[config.mk]
export PLATFORM = sky130hd
export DESIGN_NAME = tmf_top
export DESIGN_NICKNAME = d
export VERILOG_FILES = /design/src/tmf_pkg.sv /design/src/tmf_sync_if.sv /design/src/tmf_top.sv /design/src/tmf_pin_sync.sv
export SDC_FILE = /design/constraint.sdc
export NUM_CORES = 1
export LEC_CHECK = 0
export BUFFER_PORTS_ARGS = -buffer_cell sky130_fd_sc_hd__buf_2
export CAP_MARGIN = 5
export CORE_ASPECT_RATIO = 1.1
export CORE_MARGIN = 2
export CORE_UTILIZATION = 60
export CTS_BUF_LIST = sky130_fd_sc_hd__clkbuf_8
export CTS_CLUSTER_DIAMETER = 50
export DETAILED_ROUTE_END_ITERATION = 8
export MAX_ROUTING_LAYER = met4
export PLACE_DENSITY = 0.9
export SLEW_MARGIN = 20
export SYNTH_ARGS = -nofsm -noshare
export SYNTH_HDL_FRONTEND = slang
export SYNTH_HIERARCHICAL = 1
export SYNTH_SLANG_ARGS = --single-unit
[constraint.sdc]
create_clock -name i_clock -period 5.3 [get_ports i_clock]
set_clock_uncertainty 0.15 [all_clocks]
set_input_delay 0.265 -clock i_clock [delete_from_list [all_inputs] [get_ports i_clock]]
set_output_delay 0.265 -clock i_clock [all_outputs]
set_load 0.005 [all_outputs]
[src/tmf_pkg.sv]
// Package with constants and types of the transceiver mode state machine.
package tmf_pkg;

  // ==========================================================================
  // Clock and timing
  // ==========================================================================
  localparam int CLK_PERIOD_NS = 40;
  localparam int CNT_W = 20;
  // Hold time of Go-to-sleep before Sleep is entered.
  localparam int GTS_HOLD_NS = 50000;
  localparam logic [CNT_W-1:0] GTS_HOLD_CYC =
    CNT_W'((GTS_HOLD_NS + CLK_PERIOD_NS - 1) / CLK_PERIOD_NS);
  // Core supply undervoltage detection time.
  localparam int CORE_DET_NS = 100000;
  localparam logic [CNT_W-1:0] CORE_DET_CYC =
    CNT_W'((CORE_DET_NS + CLK_PERIOD_NS - 1) / CLK_PERIOD_NS);
  // Core supply recovery time.
  localparam int CORE_REC_NS = 1000000;
  localparam logic [CNT_W-1:0] CORE_REC_CYC =
    CNT_W'((CORE_REC_NS + CLK_PERIOD_NS - 1) / CLK_PERIOD_NS);
  // Battery supply recovery time.
  localparam int BAT_REC_NS = 1000000;
  localparam logic [CNT_W-1:0] BAT_REC_CYC =
    CNT_W'((BAT_REC_NS + CLK_PERIOD_NS - 1) / CLK_PERIOD_NS);

  // ==========================================================================
  // Synchronised inputs
  // ==========================================================================
  localparam int SYNC_W = 7;
  localparam int IN_STANDBY_SEL_N = 0;
  localparam int IN_EN = 1;
  localparam int IN_IO_LOW = 2;
  localparam int IN_BAT_LOW = 3;
  localparam int IN_CORE_LOW = 4;
  localparam int IN_LOGIC_LOW = 5;
  localparam int IN_WAKE = 6;

  // ==========================================================================
  // Register map
  // ==========================================================================
  localparam int ADDR_W = 8;
  localparam logic [ADDR_W-1:0] CTRL_OFFSET = 8'h00;
  localparam logic [ADDR_W-1:0] STATUS_OFFSET = 8'h04;
  localparam int CTRL_CLR_PON_BIT = 0;
  localparam int CTRL_CLR_WAKE_BIT = 1;
  localparam int STAT_MODE_LSB = 0;
  localparam int STAT_WAKE_BIT = 8;
  localparam int STAT_PON_BIT = 9;
  localparam int STAT_IO_BIT = 10;
  localparam int STAT_BAT_BIT = 11;
  localparam int STAT_CORE_BIT = 12;
  localparam logic [31:0] READ_ZERO = 32'h0000_0000;

  // ==========================================================================
  // Operating modes
  // ==========================================================================
  typedef enum logic [5:0] {
    MODE_NORMAL = 6'h01,
    MODE_RXONLY = 6'h02,
    MODE_STANDBY = 6'h04,
    MODE_GOSLEEP = 6'h08,
    MODE_SLEEP = 6'h10,
    MODE_POWEROFF = 6'h20
  } tmf_mode_t;

  localparam tmf_mode_t MODE_RESET = MODE_POWEROFF;

endpackage : tmf_pkg

[src/tmf_sync_if.sv]
// Interface carrying raw asynchronous inputs and their filtered levels.
`timescale 1ns/1ps
interface tmf_sync_if;
  logic [tmf_pkg::SYNC_W-1:0] raw;
  logic [tmf_pkg::SYNC_W-1:0] clean;
  modport syncer (input raw, output clean);
  modport user (output raw, input clean);
endinterface : tmf_sync_if

[src/tmf_top.sv]
// Operating-mode state machine of a bus transceiver with an APB status port.
`timescale 1ns/1ps

module tmf_top
#(
  parameter logic [tmf_pkg::CNT_W-1:0] GTS_HOLD_CYC = tmf_pkg::GTS_HOLD_CYC,
  parameter logic [tmf_pkg::CNT_W-1:0] CORE_DET_CYC = tmf_pkg::CORE_DET_CYC,
  parameter logic [tmf_pkg::CNT_W-1:0] CORE_REC_CYC = tmf_pkg::CORE_REC_CYC,
  parameter logic [tmf_pkg::CNT_W-1:0] BAT_REC_CYC = tmf_pkg::BAT_REC_CYC
)
(
  input wire logic i_clock,
  input wire logic i_rstn,
  input wire logic i_standby_select_low_pin,
  input wire logic i_normal_select_pin,
  input wire logic i_io_supply_low,
  input wire logic i_battery_low,
  input wire logic i_core_supply_low,
  input wire logic i_internal_logic_supply_low,
  input wire logic i_wake_detect,
  input wire logic i_psel,
  input wire logic i_penable,
  input wire logic i_pwrite,
  input wire logic [tmf_pkg::ADDR_W-1:0] i_paddr,
  input wire logic [31:0] i_pwdata,
  output logic [31:0] o_prdata,
  output logic o_pready,
  output logic o_pslverr,
  output logic [5:0] o_mode,
  output logic o_wake_flag,
  output logic o_power_on_flag,
  output logic o_io_supply_low_flag,
  output logic o_battery_low_flag,
  output logic o_core_supply_low_flag,
  output logic o_external_regulator_switch,
  output logic o_external_regulator_switch_oe
);

  // ==========================================================================
  // Functions
  // ==========================================================================
  // Saturating duration counter; clears whenever its condition drops.
  function automatic logic [tmf_pkg::CNT_W-1:0] count_up
  (
    input logic run,
    input logic [tmf_pkg::CNT_W-1:0] cnt,
    input logic [tmf_pkg::CNT_W-1:0] lim
  );
    logic [tmf_pkg::CNT_W-1:0] res;
    res = '0;
    if (run)
    begin
      res = (cnt >= lim) ? cnt : tmf_pkg::CNT_W'(cnt + 1'b1);
    end
    return res;
  endfunction : count_up

  // Mode requested by the two host pins.
  function automatic tmf_pkg::tmf_mode_t pin_mode
  (
    input logic standby_sel_n,
    input logic en
  );
    tmf_pkg::tmf_mode_t res;
    res = tmf_pkg::MODE_STANDBY;
    case ({standby_sel_n, en})
      2'b11: res = tmf_pkg::MODE_NORMAL;
      2'b10: res = tmf_pkg::MODE_RXONLY;
      2'b01: res = tmf_pkg::MODE_GOSLEEP;
      default: res = tmf_pkg::MODE_STANDBY;
    endcase
    return res;
  endfunction : pin_mode

  // ==========================================================================
  // Input synchronisation
  // ==========================================================================
  tmf_sync_if sync_bus ();

  assign sync_bus.raw = {i_wake_detect, i_internal_logic_supply_low, i_core_supply_low,
                         i_battery_low, i_io_supply_low, i_normal_select_pin,
                         i_standby_select_low_pin};

  tmf_pin_sync u_sync
  (
    .i_clock (i_clock),
    .i_rstn (i_rstn),
    .sync (sync_bus.syncer)
  );

  wire standby_sel_n = sync_bus.clean[tmf_pkg::IN_STANDBY_SEL_N];
  wire en = sync_bus.clean[tmf_pkg::IN_EN];
  wire io_low = sync_bus.clean[tmf_pkg::IN_IO_LOW];
  wire bat_low = sync_bus.clean[tmf_pkg::IN_BAT_LOW];
  wire core_low = sync_bus.clean[tmf_pkg::IN_CORE_LOW];
  wire logic_low = sync_bus.clean[tmf_pkg::IN_LOGIC_LOW];
  wire wake_in = sync_bus.clean[tmf_pkg::IN_WAKE];

  // ==========================================================================
  // State
  // ==========================================================================
  tmf_pkg::tmf_mode_t mode_q;
  tmf_pkg::tmf_mode_t mode_d;
  logic wake_q;
  logic pon_q;
  logic io_flag_q;
  logic bat_flag_q;
  logic core_flag_q;
  logic wake_prev_q;
  logic io_prev_q;
  logic bat_prev_q;
  logic [tmf_pkg::CNT_W-1:0] gts_cnt_q;
  logic [tmf_pkg::CNT_W-1:0] core_det_q;
  logic [tmf_pkg::CNT_W-1:0] core_rec_q;
  logic [tmf_pkg::CNT_W-1:0] bat_rec_q;
  logic reg_sw_q;
  logic reg_sw_oe_q;
  logic pready_q;
  logic pslverr_q;
  logic [31:0] prdata_q;
  logic uv_exit;
  logic pon_set;

  // ==========================================================================
  // Events and timers
  // ==========================================================================
  wire wake_rise = wake_in & ~wake_prev_q;
  wire io_rise = io_low & ~io_prev_q;
  wire bat_rise = bat_low & ~bat_prev_q;
  wire gts_done = (gts_cnt_q >= GTS_HOLD_CYC);
  wire core_det_hit = core_low & (core_det_q == CORE_DET_CYC - 1'b1);
  wire core_rec_done = ~core_low & (core_rec_q >= CORE_REC_CYC);
  wire bat_rec_done = ~bat_low & (bat_rec_q >= BAT_REC_CYC);
  wire in_active = (mode_q == tmf_pkg::MODE_NORMAL) | (mode_q == tmf_pkg::MODE_RXONLY);
  wire in_sleep = (mode_q == tmf_pkg::MODE_SLEEP);
  wire any_uv = io_flag_q | bat_flag_q | core_flag_q;

  tmf_pkg::tmf_mode_t pin_tgt;
  assign pin_tgt = pin_mode(standby_sel_n, en);
  wire tgt_active = (pin_tgt == tmf_pkg::MODE_NORMAL) | (pin_tgt == tmf_pkg::MODE_RXONLY);

  // ==========================================================================
  // APB decode
  // ==========================================================================
  wire apb_setup = i_psel & ~i_penable & ~pready_q;
  wire apb_done = i_psel & i_penable & pready_q;
  wire hit_ctrl = (i_paddr == tmf_pkg::CTRL_OFFSET);
  wire hit_stat = (i_paddr == tmf_pkg::STATUS_OFFSET);
  wire ctrl_wr = apb_done & i_pwrite & hit_ctrl;
  wire sw_clr_pon = ctrl_wr & i_pwdata[tmf_pkg::CTRL_CLR_PON_BIT];
  wire sw_clr_wake = ctrl_wr & i_pwdata[tmf_pkg::CTRL_CLR_WAKE_BIT];

  logic [31:0] status_word;
  always_comb
  begin
    status_word = tmf_pkg::READ_ZERO;
    status_word[tmf_pkg::STAT_MODE_LSB +: 6] = mode_q;
    status_word[tmf_pkg::STAT_WAKE_BIT] = wake_q;
    status_word[tmf_pkg::STAT_PON_BIT] = pon_q;
    status_word[tmf_pkg::STAT_IO_BIT] = io_flag_q;
    status_word[tmf_pkg::STAT_BAT_BIT] = bat_flag_q;
    status_word[tmf_pkg::STAT_CORE_BIT] = core_flag_q;
  end
  wire [31:0] rd_word = (hit_stat & ~i_pwrite) ? status_word : tmf_pkg::READ_ZERO;

  // ==========================================================================
  // Mode transitions
  // ==========================================================================
  always_comb
  begin
    mode_d = mode_q;
    uv_exit = 1'b0;
    pon_set = 1'b0;
    if (logic_low)
    begin
      mode_d = tmf_pkg::MODE_POWEROFF;
    end
    else
    begin
      case (mode_q)
        tmf_pkg::MODE_POWEROFF:
        begin
          if (bat_rec_done)
          begin
            mode_d = tmf_pkg::MODE_STANDBY;
            pon_set = 1'b1;
          end
        end
        tmf_pkg::MODE_SLEEP:
        begin
          if (wake_rise)
          begin
            // Every wake exit lands in Standby; pins act from there.
            mode_d = tmf_pkg::MODE_STANDBY;
          end
          else if (standby_sel_n & ~io_flag_q & ~bat_flag_q)
          begin
            mode_d = (tgt_active & core_flag_q) ? tmf_pkg::MODE_STANDBY : pin_tgt;
          end
        end
        tmf_pkg::MODE_NORMAL,
        tmf_pkg::MODE_RXONLY,
        tmf_pkg::MODE_STANDBY,
        tmf_pkg::MODE_GOSLEEP:
        begin
          if (io_flag_q | bat_flag_q)
          begin
            mode_d = tmf_pkg::MODE_SLEEP;
            uv_exit = 1'b1;
          end
          else if (core_flag_q & in_active)
          begin
            mode_d = tmf_pkg::MODE_STANDBY;
            uv_exit = 1'b1;
          end
          else if (wake_rise & ~in_active)
          begin
            // The wake clears the core flag at this same edge.
            mode_d = pin_tgt;
          end
          else if ((mode_q == tmf_pkg::MODE_GOSLEEP) & ~standby_sel_n & gts_done & ~wake_q)
          begin
            mode_d = tmf_pkg::MODE_SLEEP;
          end
          else if (tgt_active & core_flag_q)
          begin
            mode_d = mode_q;
          end
          else if ((mode_q == tmf_pkg::MODE_NORMAL) & pon_q)
          begin
            mode_d = mode_q;
          end
          else
          begin
            mode_d = pin_tgt;
          end
        end
        default:
        begin
          mode_d = tmf_pkg::MODE_RESET;
        end
      endcase
    end
  end

  // ==========================================================================
  // Flags
  // ==========================================================================
  // Every flag lets a set in the same cycle win over its clear.
  wire wake_d = wake_rise | (wake_q & ~uv_exit & ~sw_clr_wake);
  wire pon_d = pon_set | (pon_q & ~sw_clr_pon);
  wire io_d = io_rise | (io_flag_q & io_low & ~wake_rise);
  wire bat_d = bat_rise | (bat_flag_q & bat_low & ~wake_rise);
  wire core_d = core_det_hit | (core_flag_q & ~core_rec_done & ~wake_rise);
  wire sw_on_d = (mode_d != tmf_pkg::MODE_SLEEP) & (mode_d != tmf_pkg::MODE_POWEROFF);

  always_ff @(posedge i_clock or negedge i_rstn)
  begin
    if (!i_rstn)
    begin
      mode_q <= tmf_pkg::MODE_RESET;
      wake_q <= 1'b0;
      pon_q <= 1'b0;
      io_flag_q <= 1'b0;
      bat_flag_q <= 1'b0;
      core_flag_q <= 1'b0;
    end
    else
    begin
      mode_q <= mode_d;
      wake_q <= wake_d;
      pon_q <= pon_d;
      io_flag_q <= io_d;
      bat_flag_q <= bat_d;
      core_flag_q <= core_d;
    end
  end

  always_ff @(posedge i_clock or negedge i_rstn)
  begin
    if (!i_rstn)
    begin
      wake_prev_q <= 1'b0;
      io_prev_q <= 1'b0;
      bat_prev_q <= 1'b0;
      gts_cnt_q <= '0;
      core_det_q <= '0;
      core_rec_q <= '0;
      bat_rec_q <= '0;
    end
    else
    begin
      wake_prev_q <= wake_in;
      io_prev_q <= io_low;
      bat_prev_q <= bat_low;
      gts_cnt_q <= count_up(mode_q == tmf_pkg::MODE_GOSLEEP, gts_cnt_q, GTS_HOLD_CYC);
      core_det_q <= count_up(core_low, core_det_q, CORE_DET_CYC);
      core_rec_q <= count_up(~core_low, core_rec_q, CORE_REC_CYC);
      bat_rec_q <= count_up(~bat_low, bat_rec_q, BAT_REC_CYC);
    end
  end

  // ==========================================================================
  // Outputs and APB slave
  // ==========================================================================
  // Registered on the next mode so the pin follows the mode without lag.
  always_ff @(posedge i_clock or negedge i_rstn)
  begin
    if (!i_rstn)
    begin
      reg_sw_q <= 1'b0;
      reg_sw_oe_q <= 1'b0;
    end
    else
    begin
      reg_sw_q <= sw_on_d;
      reg_sw_oe_q <= sw_on_d;
    end
  end

  always_ff @(posedge i_clock or negedge i_rstn)
  begin
    if (!i_rstn)
    begin
      pready_q <= 1'b0;
      pslverr_q <= 1'b0;
      prdata_q <= tmf_pkg::READ_ZERO;
    end
    else
    begin
      pready_q <= apb_setup;
      pslverr_q <= apb_setup & ~hit_ctrl & ~hit_stat;
      prdata_q <= apb_setup ? rd_word : tmf_pkg::READ_ZERO;
    end
  end

  assign o_prdata = prdata_q;
  assign o_pready = pready_q;
  assign o_pslverr = pslverr_q;
  assign o_mode = mode_q;
  assign o_wake_flag = wake_q;
  assign o_power_on_flag = pon_q;
  assign o_io_supply_low_flag = io_flag_q;
  assign o_battery_low_flag = bat_flag_q;
  assign o_core_supply_low_flag = core_flag_q;
  assign o_external_regulator_switch = reg_sw_q;
  assign o_external_regulator_switch_oe = reg_sw_oe_q;

endmodule : tmf_top

[src/tmf_pin_sync.sv]
// Three-stage synchroniser with agreement filter for asynchronous inputs.
`timescale 1ns/1ps
module tmf_pin_sync
(
  input wire logic i_clock,
  input wire logic i_rstn,
  tmf_sync_if.syncer sync
);

  // ==========================================================================
  // Stages
  // ==========================================================================
  logic [tmf_pkg::SYNC_W-1:0] st1_q;
  logic [tmf_pkg::SYNC_W-1:0] st2_q;
  logic [tmf_pkg::SYNC_W-1:0] st3_q;
  logic [tmf_pkg::SYNC_W-1:0] clean_q;
  logic [tmf_pkg::SYNC_W-1:0] agree;
  logic [tmf_pkg::SYNC_W-1:0] clean_d;

  // A single glitch seen by one stage only never reaches the mode logic.
  assign agree = ~(st2_q ^ st3_q);
  assign clean_d = (agree & st3_q) | (~agree & clean_q);

  always_ff @(posedge i_clock or negedge i_rstn)
  begin
    if (!i_rstn)
    begin
      st1_q <= '0;
      st2_q <= '0;
      st3_q <= '0;
      clean_q <= '0;
    end
    else
    begin
      st1_q <= sync.raw;
      st2_q <= st1_q;
      st3_q <= st2_q;
      clean_q <= clean_d;
    end
  end

  assign sync.clean = clean_q;

endmodule : tmf_pin_sync

* Word-level counts from Yosys, hierarchy flattened
Index checks and enable logic that the tools add are counted.
** Word-level totals
- Logic and storage cells :: 150
- Bits in registers :: 138
- Output and inout bits :: 47
** Cells by class
- Mux-type cells :: 30
- Equal/unequal tests :: 19
- Magnitude comparators :: 4
- Reductions and logical operators :: 2
- Bitwise gates (word level) :: 70
- Add/subtract/negate cells :: 4
** Operators with widths (number)
- two-way mux 20 bit :: 8
- adder 20 x 1 -> 20 bit, second input constant :: 4
- two-way mux 6 bit :: 11
- greater-or-equal comparator 20 x 15 -> 1 bit, second input constant :: 2
- bitwise AND 1 bit :: 36
- two-way mux 13 bit :: 2
- equality test 20 x 12 -> 1 bit, second input constant :: 1
- greater-or-equal comparator 20 x 11 -> 1 bit, second input constant :: 1
- greater-or-equal comparator 20 x 12 -> 1 bit, second input constant :: 1
- NOT 1 bit :: 20
- one-hot mux 6 bit (3 select lines) :: 1
- bitwise AND 7 bit :: 2
- NOT 7 bit :: 2
- equality test 6 x 1 -> 1 bit, second input constant :: 2
- equality test 6 x 2 -> 1 bit, second input constant :: 2
- one-hot mux 4 bit (3 select lines) :: 1
- equality test 8 x 3 -> 1 bit, second input constant :: 1
- logical NOT 8 bit :: 1
- bitwise OR 1 bit :: 8
- two-way mux 1 bit :: 7
- bitwise OR 7 bit :: 1
- XOR 7 bit :: 1
- equality test 6 x 3 -> 1 bit, second input constant :: 1
- equality test 6 x 4 -> 1 bit, second input constant :: 1
- other kinds (9) :: 12

* Depth between registers and ports, before layout
- Depth in word-level cells :: 14
- Depth in mapped cells :: 9

* Modules after synthesis
Netlist, hierarchy kept.
** By module, submodules not included
- tmf_top :: instances 1, area an instance 5231.3 um2, cells an instance 529
- tmf_pin_sync :: instances 1, area an instance 779.5 um2, cells an instance 35

* Worst setup path after synthesis
Ideal clock, no wire load.
- Path kind :: register -> register
- Start point :: reg mode_q[1], in the netlist o_mode[1]
- End point :: reg mode_q[2], in the netlist o_mode[2]
- Arrival :: 1.885 ns
- Period minus slack after synthesis :: 2.159 ns
- Required time :: 5.026 ns
- Path slack :: 3.141 ns
- Cell stages (with the launch flop) :: 7
- Path buffers :: 1
- Path through :: dfrtp_1 > buf_2 > or4_4 > or3_4 > nor3_4 > nor4b_1 > a211o_1
** On the way
- Word-level cells in the longest chain between the ends :: 10
- Elaborated cells between the ends (all ways) :: 23
- Those cells by class :: eq/ne (6); mux (8); bitwise (8); reduce/logical (1)
** Ends and longest elaborated chain
- from (decl) :: RTL line tmf_top.sv:102 : tmf_pkg::tmf_mode_t mode_q;
- from (signal assigned) :: RTL line tmf_top.sv:261 : mode_q <= tmf_pkg::MODE_RESET;
- from (signal assigned) :: RTL line tmf_top.sv:270 : mode_q <= mode_d;
- equality test 6 x 1 -> 1 bit / equality test 6 x 4 -> 1 bit (equally long branches)
- bitwise AND 1 bit, on equally long branches :: RTL line tmf_top.sv:229, tmf_top.sv:221
- two-way mux 6 bit / bitwise AND 1 bit (equally long branches) :: RTL line tmf_top.sv:229, tmf_top.sv:221
- two-way mux 6 bit / bitwise AND 1 bit (equally long branches) :: RTL line tmf_top.sv:225, tmf_top.sv:221
- two-way mux 6 bit :: RTL line tmf_top.sv:221 : else if ((mode_q == tmf_pkg::MODE_GOSLEEP) & ~standby_sel_n & gts_done & ~wake_q)
- two-way mux 6 bit :: RTL line tmf_top.sv:216 : else if (wake_rise & ~in_active)
- two-way mux 6 bit :: RTL line tmf_top.sv:211 : else if (core_flag_q & in_active)
- two-way mux 6 bit :: RTL line tmf_top.sv:206 : if (io_flag_q | bat_flag_q)
- one-hot mux 6 bit (3 select lines) * :: RTL line tmf_top.sv:180 : case (mode_q)
- two-way mux 6 bit * :: RTL line tmf_top.sv:174 : if (logic_low)
- via mode_d[2] :: RTL line tmf_top.sv:103 : tmf_pkg::tmf_mode_t mode_d;
Mark *: on every way through the listed nets, which the timed path passes. The rest lies on a longest branch.
A chain may end at the register's enable or synchronous reset.

* Worst setup path after layout
- Start point :: reg gts_cnt_q[0] (netlist bit)
- End point :: reg gts_cnt_q[7] (netlist bit)
** On the way
- Word-level cells in the longest chain between the ends :: 3
- Elaborated cells between the ends (all ways) :: 5
- Those cells by class :: add/sub (1); order compare (1); eq/ne (1); mux (2)
** Ends and longest elaborated chain
- from (decl) :: RTL line tmf_top.sv:112 : logic [tmf_pkg::CNT_W-1:0] gts_cnt_q;
- from (signal assigned) :: RTL line tmf_top.sv:296 : gts_cnt_q <= count_up(mode_q == tmf_pkg::MODE_GOSLEEP, gts_cnt_q, GTS_HOLD_CYC);
- adder 20 x 1 -> 20 bit :: RTL line tmf_top.sv:53 : res = (cnt >= lim) ? cnt : tmf_pkg::CNT_W'(cnt + 1'b1);
- two-way mux 20 bit :: RTL line tmf_top.sv:53
- two-way mux 20 bit :: RTL line tmf_top.sv:51 : if (run)
Several ways; a longest one is shown, not always the timed one. The select of a mux whose other input is x is not followed.

==> flow_results.xml <==
<?xml version="1.0" encoding="UTF-8"?>
<metrics>
  <group name="yosys">
    <metric name="synth_edf_count" unit="">0</metric>
    <metric name="post_synth_inst_count" unit="">564</metric>
    <metric name="synth_sequential_area_ratio" unit="%">56.6</metric>
    <metric name="synth-async-reset-ratio" unit="%">100</metric>
    <metric name="synth_area" unit="um2">6010</metric>
    <metric name="synth_seq_cells" unit="">136</metric>
    <metric name="synthesis.yosys.warnings" unit="">6</metric>
    <metric name="postSynth.topFlopCell" unit="">dfrtp_1</metric>
    <metric name="avgSynthCellArea" unit="um2">10.7</metric>
    <metric name="synth.lib_cells_used.distinct" unit="">53</metric>
  </group>
  <group name="sta">
    <metric name="report.final.slew_viol_count" unit="">0</metric>
    <metric name="postLayoutSetupSlackWorst" unit="ps">2890</metric>
    <metric name="final.period_utilization" unit="%">45.6</metric>
    <metric name="fin_setup_tns" unit="ps">0</metric>
    <metric name="endpoints_failing_hold" unit="">0</metric>
    <metric name="finalSetupViolations" unit="">0</metric>
    <metric name="period_minus_slack" unit="ps">2410</metric>
    <metric name="timing.fmax" unit="GHz">0.414</metric>
    <metric name="tightest_slew" unit="ps">981</metric>
    <metric name="timing.max_slew.rel_slack" unit="%">34.6</metric>
    <metric name="rsz0062_at_grt" unit="">no</metric>
  </group>
  <group name="finish">
    <metric name="mostFrequentLayoutCell" unit="">dfrtp_1</metric>
    <metric name="most-common-layout-cells" unit="">dfrtp_1, nor2_1, buf_2</metric>
    <metric name="area.growth.synth_to_final" unit="%">13.7</metric>
    <metric name="finish.instance_area" unit="um2">6830</metric>
    <metric name="post_layout_nonfiller_instances" unit="">757</metric>
    <metric name="finish.net_count" unit="">684</metric>
    <metric name="final_core_utilization" unit="%">69.7</metric>
    <metric name="drive_gt1_share" unit="%">15.2</metric>
    <metric name="antenna-diode-count" unit="">0</metric>
  </group>
  <group name="placed_design">
    <metric name="numPlacedInstances" unit="">712</metric>
    <metric name="pre_cts_slack" unit="ps">2590</metric>
    <metric name="quantity_of_i_o_buffers_inserted_on_ports" unit="">47</metric>
    <metric name="dp.final_hpwl" unit="mm">7.55</metric>
    <metric name="routabilityCongestion" unit="">0.916</metric>
    <metric name="postPlaceCellArea" unit="um2">6240</metric>
  </group>
  <group name="floorplanning">
    <metric name="rows" unit="">38</metric>
    <metric name="fp.dieW" unit="um">99.4</metric>
    <metric name="overall_die_height" unit="um">109</metric>
    <metric name="ios" unit="">99</metric>
    <metric name="core" unit="um2">9790</metric>
    <metric name="initial_core_util" unit="%">61.4</metric>
    <metric name="fp.dieArea" unit="um2">10800</metric>
  </group>
  <group name="worst_setup_path">
    <metric name="critical_path_arrival" unit="ps">2630</metric>
    <metric name="timing.critical_path.required" unit="ps">5510</metric>
    <metric name="worst-path-max-fanout" unit="">12</metric>
    <metric name="timing.critical_path.from_type" unit="">register</metric>
    <metric name="worst_setup_path_end_kind" unit="">register</metric>
    <metric name="worstSetupPathType" unit="">reg2reg</metric>
  </group>
  <group name="grt">
    <metric name="first_global_vias" unit="">4312</metric>
    <metric name="groute.layer.met1.usage" unit="%">29.8</metric>
    <metric name="grt_start_max_net_pins" unit="">73</metric>
    <metric name="use_met2" unit="%">37.0</metric>
    <metric name="grt_antenna_before_repair" unit="">0</metric>
    <metric name="grt_pass1_wl" unit="mm">20.0</metric>
    <metric name="track_usage" unit="%">23.9</metric>
    <metric name="grt_remaining_overflow" unit="">0</metric>
    <metric name="met3_usage" unit="%">6.67</metric>
    <metric name="grt_most_used_layer" unit="">met2</metric>
  </group>
  <group name="pwr">
    <metric name="cellLeakagePower" unit="nW">3.21</metric>
    <metric name="power_per_unit_of_standard_cell_area" unit="nW/um2">314</metric>
    <metric name="max_vdd_drop" unit="V">0.000154</metric>
  </group>
  <group name="clocking">
    <metric name="number_of_gates_given_a_new_drive_strength_after_cts" unit="">0</metric>
    <metric name="root_buffer_cell" unit="">clkbuf_8</metric>
    <metric name="cts.reportedPaths.clkPinSlew" unit="ps">70</metric>
    <metric name="tritoncts.num_buffers" unit="">17</metric>
    <metric name="worst_skew_pair.late_latency" unit="ps">440</metric>
    <metric name="htree_num_levels" unit="">4</metric>
    <metric name="cts_tree" unit="">done</metric>
    <metric name="clock_tree.buffer_depth" unit="">2</metric>
    <metric name="numClockSinks" unit="">136</metric>
  </group>
  <group name="hold_path">
    <metric name="holdCritPathClass" unit="">in2reg</metric>
  </group>
  <group name="routing">
    <metric name="drt_wl_total" unit="mm">11.6</metric>
    <metric name="drt_iter0_markers" unit="">332</metric>
    <metric name="antenna_violating_nets_left" unit="">0</metric>
    <metric name="dr_total_vias" unit="">4367</metric>
    <metric name="drc" unit="">0</metric>
    <metric name="drt_first_pass_iters" unit="">5</metric>
    <metric name="route.detailed.wl_per_inst" unit="um">15.3</metric>
    <metric name="post_drt_via_cell_ratio" unit="">5.77</metric>
  </group>
  <group name="run_status">
    <metric name="run_status" unit="">complete, no violations</metric>
  </group>
  <group name="run">
    <metric name="cap_viol_max_count" unit="">0</metric>
  </group>
</metrics>
cells by family after synthesis:
logic type	Yosys count	share of synthesized area, %
and+or+nand+nor	248	21.9
DFF	136	56.6
AOI/OAI and AO/OA	63	6.93
buffers and inverters	56	4.95
xor gates and xnor gates	44	6.41
adders and majority gates	15	2.98
other	1	0.0624
muxes	1	0.167
final cells by class:
cell class                      instances  area [um2]
Clock buffer                           20         275
Clock inverter                         12         173
Fill cell                             670        2960
Inverter                               16        60.1
Multi-Input combinational cell        392        2390
Sequential cell                       136        3400
Tap cell                              120         150
Timing Repair Buffer                   61         375
final timing paths:
path                            cells after the start               to  slack [ps]            start
worst max-delay path                                8     gts_cnt_q[7]        2890     gts_cnt_q[0]
worst min-delay path                                4      o_wake_flag           9      i_pwdata[1]
worst max register to register                      8     gts_cnt_q[7]        2890     gts_cnt_q[0]
max in group asynchronous                           3     bat_rec_q[2]        3340           i_rstn
worst min register to register                      0  u_sync/st2_q[6]         200  u_sync/st1_q[6]
min in group asynchronous                           2    core_det_q[2]         350           i_rstn
what timing repair did:
item                                   in CTS  in global routing
endpoints found under the hold margin      80                  0
hold buffers                               13                  0
buffers inserted                            0                  0
where the power goes:
part	total [mW]	leakage [nW]	internal, mW	switching (mW)
sequential	1.11	1.80	1.07	0.0384
clock	0.933	0.230	0.549	0.384
combinational	0.110	1.18	0.0437	0.0661
synthesized netlist by cell type, drive strengths merged (2+ instances only):
library cell,number,share of area [%]
and2,32,3.3
nor2,65,4.1
o2111ai,2,0.29
o21a,4,0.50
xnor2,28,4.1
nand2,29,1.8
inv,16,1.0
a21o,2,0.25
nor2b,15,1.6
and3,11,1.1
and4b,2,0.33
or4,6,0.81
a21oi,12,1.0
a31oi,4,0.42
nor3b,4,0.50
nand4,16,1.7
nand3,20,1.7
o21bai,2,0.25
clkbuf,16,1.0
buf,24,3.0
a32o,2,0.33
a211oi,2,0.33
o21ai,18,1.5
nand2b,2,0.21
a22oi,2,0.25
ha,8,1.7
dfrtp,135,56
o211ai,2,0.25
nor4b,2,0.29
nor3,22,2.0
maj3,7,1.3
nor4,15,1.6
and4,2,0.29
or3,4,0.50
xor2,16,2.3
a21boi,4,0.50
metrics by stage:
step                hold slack, ps  power (mW)
finish                        9.11        2.15
global route                  17.4        2.23
CTS                           2.38        2.16
detailed placement             186        1.23
global placement               182        1.22
floorplan                     -181        1.19
worst max-delay path: stages, from the launching register on:
cell and delay, ps:
dfrtp_1 410, inv_1 60, ha_1 180, nor2_1 120, nand2_1 80, a31oi_2 570
nand3_1 260, or3_1 370, a21oi_1 150
layer usage:
layer  wire (um)  vias to the layer above
li1            -                     2022
met1        4750                     2154
met5           0                        -
met2        5840                      160
met4         336                        0
met3         645                       31
state kept, by name, indices dropped and copies added, names as in the netlist, named ones only:
signal / flops
o_pready: 1
o_io_supply_low_flag: 1
u_sync/st1_q: 7
bat_rec_q: 20
o_battery_low_flag: 1
o_prdata: 11
u_sync/st3_q: 7
bat_prev_q: 1
o_mode: 6
gts_cnt_q: 20
o_pslverr: 1
wake_prev_q: 1
o_core_supply_low_flag: 1
u_sync/st2_q: 7
io_prev_q: 1
o_wake_flag: 1
core_det_q: 20
core_rec_q: 20
o_external_regulator_switch_oe: 1
o_power_on_flag: 1
(Power assumes the default switching activity.)
